$ cat src/design/pefs_defines.svh
// Purpose: constants for the port E upper pin function select block
// Assumes: apb byte addressing, 32-bit data
// Notes: offsets, reset values and field positions only, no logic
`ifndef PEFS_DEFINES_SVH
`define PEFS_DEFINES_SVH

// -----------------------------------------------------------------------------
// register map
// -----------------------------------------------------------------------------
`define PEFS_CTRL_OFFSET 12'h000
`define PEFS_STATUS_OFFSET 12'h004
`define PEFS_CTRL_RESET 16'h0000

// -----------------------------------------------------------------------------
// field positions
// -----------------------------------------------------------------------------
`define PEFS_PIN15_LSB 14
`define PEFS_PIN14_LSB 12
`define PEFS_PIN13_LSB 10
`define PEFS_PIN12_LSB 8

`endif

$ cat src/design/pefs_pkg.sv
// Purpose: shared types for the pin function select block
// Assumes: nothing beyond standard systemverilog
// Notes: types only, constants sit in the defines header
package pefs_pkg;

  // function of one pin after decode
  typedef enum logic [2:0] {
    PEFS_FN_PORT,
    PEFS_FN_TIMER,
    PEFS_FN_ALT_OUT,
    PEFS_FN_ALT_IN,
    PEFS_FN_SERIAL,
    PEFS_FN_DEBUG_CLK
  } pefs_fn_t;

  // apb request carrier
  typedef struct packed {
    logic sel;
    logic enable;
    logic write;
    logic [11:0] addr;
    logic [31:0] wdata;
  } pefs_apb_req_t;

endpackage

$ cat src/design/pefs_pin_decode.sv
// Purpose: decode one two-bit field into a pin function
// Assumes: table of four function codes given per pin
// Notes: prohibited codes are mapped to port i/o by the caller's table
`timescale 1ns/1ps

module pefs_pin_decode #(
  parameter logic [11:0] FN_TABLE = 12'h000
) (
  input wire logic [1:0] field,
  output pefs_pkg::pefs_fn_t fn
);

  // pick the 3-bit entry for this code
  always_comb begin
    fn = pefs_pkg::pefs_fn_t'(FN_TABLE[field*3 +: 3]);
  end

endmodule

$ cat src/design/pefs_top.sv
// Purpose: pin function multiplexer for port E pins 15 to 12
// Assumes: apb slave, single clock pclk, async active-low reset
// Notes: peripheral signals are plain ports, pads use in/out/oe triples
//
// The register addresses and the APB interface to the registers were decided locally.
`timescale 1ns/1ps
`include "pefs_defines.svh"

// How it works
// (RQ1) pin 15: 00 port, 01 timer 4D, 10 dma ack 1, 11 interrupt request out.
// (RQ2) pin 14: 00 port, 01 timer 4C, 10 dma ack 0, 11 prohibited.
// (RQ3) pin 13: 00 port, 01 timer 4B, 10 manual reset in, 11 prohibited.
// (RQ4) pin 12: 00 port, 01 timer 4A, 10 prohibited.
// (RQ5) pin 12 code 11 drives serial 3 transmit data.
// (RQ6) debug mode input high forces pin 12 to debug test clock input.
// (RQ7) fields are read/write and reset to zero, so pins start as port.
// (RQ8) software never writes prohibited codes; here they act as port i/o.
module pefs_top (
  input wire logic pclk,
  input wire logic presetn,
  input wire logic psel,
  input wire logic penable,
  input wire logic pwrite,
  input wire logic [11:0] paddr,
  input wire logic [31:0] pwdata,
  output logic [31:0] prdata,
  output logic pready,
  output logic pslverr,
  input wire logic debug_mode_input,
  input wire logic [3:0] port_out,
  input wire logic [3:0] port_oe,
  output logic [3:0] port_in,
  input wire logic [3:0] timer_out,
  input wire logic [3:0] timer_oe,
  output logic [3:0] timer_in,
  input wire logic dma_ack_one_out,
  input wire logic dma_ack_zero_out,
  input wire logic interrupt_request_out,
  output logic manual_reset_in,
  input wire logic serial3_transmit_out,
  output logic debug_test_clock_in,
  input wire logic [3:0] pad_in,
  output logic [3:0] pad_out,
  output logic [3:0] pad_oe
);

  // -----------------------------------------------------------------------------
  // apb register access
  // -----------------------------------------------------------------------------
  pefs_pkg::pefs_apb_req_t req;
  logic [15:0] ctrl_ff;
  logic [31:0] nxt_prdata;
  logic hit_ctrl;
  logic hit_status;
  pefs_pkg::pefs_fn_t fn [4];

  assign req = '{sel: psel, enable: penable, write: pwrite, addr: paddr, wdata: pwdata};
  assign hit_ctrl = (req.addr == `PEFS_CTRL_OFFSET);
  assign hit_status = (req.addr == `PEFS_STATUS_OFFSET);
  assign pready = 1'b1; // zero wait states
  assign pslverr = req.sel & req.enable & ~(hit_ctrl | (hit_status & ~req.write));

  // control register, all fields clear at reset
  always_ff @(posedge pclk or negedge presetn) begin
    if (!presetn) begin
      ctrl_ff <= `PEFS_CTRL_RESET; // RQ7
    end else if (req.sel && req.enable && req.write && hit_ctrl) begin
      ctrl_ff <= {req.wdata[15:8], 8'h00}; // RQ7
    end
  end

  // read data mux
  always_comb begin
    nxt_prdata = 32'h0000_0000;
    if (hit_ctrl) begin
      nxt_prdata = {16'h0000, ctrl_ff};
    end else if (hit_status) begin
      nxt_prdata = {19'h0_0000, debug_mode_input, 3'(fn[3]), 3'(fn[2]), 3'(fn[1]), 3'(fn[0])};
    end
  end

  // read data registered in setup phase
  always_ff @(posedge pclk or negedge presetn) begin
    if (!presetn) begin
      prdata <= 32'h0000_0000;
    end else if (req.sel && !req.enable && !req.write) begin
      prdata <= nxt_prdata;
    end
  end

  // -----------------------------------------------------------------------------
  // field decode, prohibited codes fall back to port
  // -----------------------------------------------------------------------------
  // entries {code11,code10,code01,code00}, 3 bits each
  pefs_pin_decode #(.FN_TABLE({3'(pefs_pkg::PEFS_FN_ALT_OUT), 3'(pefs_pkg::PEFS_FN_ALT_OUT),
                               3'(pefs_pkg::PEFS_FN_TIMER), 3'(pefs_pkg::PEFS_FN_PORT)}))
    u_dec15 (.field(ctrl_ff[`PEFS_PIN15_LSB +: 2]), .fn(fn[3])); // RQ1
  pefs_pin_decode #(.FN_TABLE({3'(pefs_pkg::PEFS_FN_PORT), 3'(pefs_pkg::PEFS_FN_ALT_OUT),
                               3'(pefs_pkg::PEFS_FN_TIMER), 3'(pefs_pkg::PEFS_FN_PORT)}))
    u_dec14 (.field(ctrl_ff[`PEFS_PIN14_LSB +: 2]), .fn(fn[2])); // RQ2 RQ8
  pefs_pin_decode #(.FN_TABLE({3'(pefs_pkg::PEFS_FN_PORT), 3'(pefs_pkg::PEFS_FN_ALT_IN),
                               3'(pefs_pkg::PEFS_FN_TIMER), 3'(pefs_pkg::PEFS_FN_PORT)}))
    u_dec13 (.field(ctrl_ff[`PEFS_PIN13_LSB +: 2]), .fn(fn[1])); // RQ3 RQ8
  pefs_pkg::pefs_fn_t fn12_raw;
  pefs_pin_decode #(.FN_TABLE({3'(pefs_pkg::PEFS_FN_SERIAL), 3'(pefs_pkg::PEFS_FN_PORT),
                               3'(pefs_pkg::PEFS_FN_TIMER), 3'(pefs_pkg::PEFS_FN_PORT)}))
    u_dec12 (.field(ctrl_ff[`PEFS_PIN12_LSB +: 2]), .fn(fn12_raw)); // RQ4 RQ5 RQ8
  // debug mode overrides the pin 12 field
  assign fn[0] = debug_mode_input ? pefs_pkg::PEFS_FN_DEBUG_CLK : fn12_raw; // RQ6

  // -----------------------------------------------------------------------------
  // pad multiplexing
  // -----------------------------------------------------------------------------
  // alternate output source per pin
  logic [3:0] alt_out;
  assign alt_out = {ctrl_ff[15:14] == 2'h3 ? interrupt_request_out : dma_ack_one_out, // RQ1
                    dma_ack_zero_out, 1'b0, serial3_transmit_out}; // RQ2 RQ5

  // drive pads from the selected function
  always_comb begin
    for (int i = 0; i < 4; i++) begin
      unique case (fn[i])
        pefs_pkg::PEFS_FN_PORT: begin
          pad_out[i] = port_out[i];
          pad_oe[i] = port_oe[i];
        end
        pefs_pkg::PEFS_FN_TIMER: begin
          pad_out[i] = timer_out[i];
          pad_oe[i] = timer_oe[i];
        end
        pefs_pkg::PEFS_FN_ALT_OUT, pefs_pkg::PEFS_FN_SERIAL: begin
          pad_out[i] = alt_out[i];
          pad_oe[i] = 1'b1;
        end
        default: begin // inputs only
          pad_out[i] = 1'b0;
          pad_oe[i] = 1'b0;
        end
      endcase
      port_in[i] = (fn[i] == pefs_pkg::PEFS_FN_PORT) ? pad_in[i] : 1'b0;
      timer_in[i] = (fn[i] == pefs_pkg::PEFS_FN_TIMER) ? pad_in[i] : 1'b0;
    end
  end

  // manual reset input idles high and debug test clock input idles low when not selected
  assign manual_reset_in = (fn[1] == pefs_pkg::PEFS_FN_ALT_IN) ? pad_in[1] : 1'b1; // RQ3
  assign debug_test_clock_in = debug_mode_input ? pad_in[0] : 1'b0; // RQ6
endmodule

$ cat config.mk
export PLATFORM = sky130hd
export DESIGN_NAME = pefs_top
export DESIGN_NICKNAME = d
export VERILOG_FILES = /design/src/design/pefs_pkg.sv /design/src/design/pefs_pin_decode.sv /design/src/design/pefs_top.sv
export VERILOG_INCLUDE_DIRS = /design/src /design/src/design
export SDC_FILE = /design/constraint.sdc
export NUM_CORES = 1
export LEC_CHECK = 0
export ABC_CLOCK_PERIOD_IN_PS = 2100
export BUFFER_PORTS_ARGS = -buffer_cell sky130_fd_sc_hd__buf_2
export CAP_MARGIN = 10
export CORE_ASPECT_RATIO = 1.2
export CORE_MARGIN = 1.5
export CORE_UTILIZATION = 41
export CTS_CLUSTER_SIZE = 8
export DETAILED_ROUTE_END_ITERATION = 16
export PLACE_DENSITY = 0.84
export RECOVER_POWER = 100
export SYNTH_ARGS = -nofsm -noshare
export SYNTH_HDL_FRONTEND = slang
export SYNTH_HIERARCHICAL = 1
export SYNTH_SLANG_ARGS = --single-unit
$ cat constraint.sdc
create_clock -name pclk -period 2.1 [get_ports pclk]
set_input_delay 0.42 -clock pclk [delete_from_list [all_inputs] [get_ports pclk]]
set_output_delay 0.42 -clock pclk [all_outputs]
set_load 0.02 [all_outputs]
==> run summary <==
Status: finished, final reports clean
Overflow after GRT: 0
Fmax: 493 MHz
DR DRC count: 0
FF+latch count, synth: 24
Via count: 1531
Commonest cells after routing, fill and taps aside: buf_2 (60), dfrtp_1 (23), clkbuf_1 (22), conb_1 (21), nand2_1 (14)
WP data arrival: 1.61 ns
Gr usage total: 0.161
Skew final: 0.00140 ns
Yosys top cell by area: dfrtp_1
Overall routed net length: 3790 um
Commonest non-fill, non-tap cell in the layout: buf_2
Min Tclk post-route: 2.03 ns
Worst vdd ir: 0.000249 V
Die extent in y: 73.6 um
I/O Pins: 126
Setup violations, final: 0
CTS tree: done
Leakage: 1.06 nW
Initial antenna violation count: 0
Antenna diodes: 0
DRT iter0 DRCs: 62
Largest net degree at the start of global routing: 25
Final period utilization: 0.965
WP data required: 1.68 ns
Switch share: 0.265
First-pass GRT wire length: 5620 um
Share of power burned in combinational logic: 0.194
Psw: 0.253 mW
Synth warn: 6
Worst-Skew Late Latency: 0.26 ns
DP HPWL: 3000 um
Number of global-route vias before repair: 1301
H-tree depth: 1
Share of post-route cells with drive strength above 1: 0.355
Pre-CTS setup slack: 0.263 ns
Final Hold Viols: 0
Critical path launch point type: register
Clock Tree Root: clkbuf_8
Clk slew on worst S/H paths: 0.08 ns
Pwr/cell area: 445 nW/um^2
Seq/Total Area, Yosys: 0.353
Worst slew pin tran: 1.29 ns
Cell variety after synth: 43
# nets final: 335
Max Slew Vio Count: 0
GPL Wtd Cong: 0.696
DR WL/cell: 12.1 um
Post-DRT Antenna Nets: 0
Synth area leaders: dfrtp_1 (35%), buf_4 (10%), mux2_2 (6.0%)
Number of CTS-inserted buffers: 3
Rel. slew slack: 0.141
Clk pwr share: 0.321
Via-per-instance ratio: 4.89
CTS Sinks: 24
Core area: 3970 sq um
Crit path max fanout: 3
Critical path class: reg -> out
Finished layout cell area: 2140 sq um
Share of the synthesized area in the top cell type: 0.353
Internal power: 0.700 mW
Utilization after layout: 0.539
Mapped Avg Cell Area: 9.45 sq um
FP Rows: 25
CTS max path bufs: 2
Max-cap violation count: 0
DR pass1 iterations: 4
Starting Density: 0.428
Sequential cell fraction of total power: 0.485
Hold_buf cts: 0
Post-synthesis cell count: 180
Die X: 61.8 um
# port buffers: 84
Setup crit end kind: primary output
HP Class: in -> reg
P&R area growth vs syn: 25.7%
Post-synthesis cell area: 1700 sq um
Final worst slack: 0.0732 ns
DP Area: 2070 sq um
Die area: 4550 sq um
==> through the flow <==
step	hold WS (ns)	power, mW	cells	setup TNS, ns
after detailed placement	0.423	0.652	307	0
after global routing	0.371	0.992	313	-0.0124
after floorplan	0.124	0.604	195	0
final	0.377	0.953	313	0
after global placement	0.427	0.650	307	0
after CTS	0.135	0.959	312	0
==> power by group through the flow <==
stage                     Sequential, mW  Clock (mW)  Combinational [mW]
after global placement             0.471           0               0.178
after detailed placement           0.471           0               0.181
after CTS                          0.462       0.315               0.182
final                              0.462       0.306               0.185
after global routing               0.462       0.325               0.205
after floorplan                    0.471           0               0.133
==> synthesized netlist by cell type (all sizes together) <==
library cell and count:
a21boi 1, a21o 1, a21oi 2, a22o 5, a31oi 2, a32o 1
a41oi 1, and2 2, and2b 2, and3 2, and4 2, and4b 1
buf 25, clkbuf 3, conb 6, dfrtp 24, ha 1, inv 5
mux2 10, mux2i 9, nand2 15, nand2b 6, nand3 2, nand3b 2
nand4 3, nor2 9, nor2b 4, nor3 4, nor3b 2, nor4 2
nor4b 2, nor4bb 4, o21a 1, o21ai 14, o221ai 1, o32ai 3
or3b 1
==> timing repair <==
| action | in CTS | in global routing |
|---|---|---|
| setup buffers | 1 | 1 |
| gates resized for setup | 2 | 10 |
| endpoints found under the setup margin | 1 | 7 |
| pin swaps | 0 | 1 |
==> critical path, cell delays in order, from the launching register on <==
cell and delay, ns:
dfrtp_1 0.39, inv_1 0.11, ha_4 0.21, inv_2 0.07, nand2_2 0.04, mux2_4 0.27
o32ai_2 0.09, buf_4 0.18
==> area by class of cell <==
| cell class | instances | area [sq um] |
|---|---|---|
| multi-input cells | 138 | 968 |
| clock buffers | 4 | 55.1 |
| well taps | 54 | 67.6 |
| fillers | 406 | 1830 |
| repair buffers | 88 | 428 |
| flip-flops and latches | 24 | 602 |
| inverters | 5 | 18.8 |
==> routing by layer <==
metal / vias to the layer above / share of wire / wire length (um) / GRT usage
met3: 6 / 0.060 / 228 / 0.0158
li1: 752 / - / - / -
met4: 0 / 0.015 / 57 / 0.0426
met2: 69 / 0.52 / 1960 / 0.288
met5: - / 0 / 0 / 0
met1: 704 / 0.41 / 1540 / 0.201
==> logic make-up (layout without fill, tap and decap cells) <==
group                      count (synthesis)  after routing  synth area share
and+or+nand+nor                           65             65             0.255
muxes                                     19             19             0.121
AOI/OAI and AO/OA                         32             32             0.125
DFF                                       24             24             0.353
other                                      6             21            0.0132
adders and majority gates                  1              1           0.00735
buffers and inverters                     33             97             0.125
==> flip-flops by register name, summed over array words and instances (netlist names) <==
name / count
ctrl_ff: 8
prdata: 16
==> path summary, 6_finish.rpt <==
| kind | to | slack [ns] | from | cells past startpoint |
|---|---|---|---|---|
| setup / recovery | pad_oe[1] | 0.07 | ctrl_ff[10] | 7 |
| hold / removal | ctrl_ff[14] | 0.38 | pwdata[14] | 2 |
| setup reg to reg | prdata[3] | 0.90 | ctrl_ff[11] | 4 |
| hold reg to reg | prdata[2] | 0.49 | prdata[2] | 2 |
| max in group asynchronous | ctrl_ff[15] | 0.84 | presetn | 1 |
| min in group asynchronous | prdata[3] | 0.42 | presetn | 1 |
(Power assumes the default switching activity.)
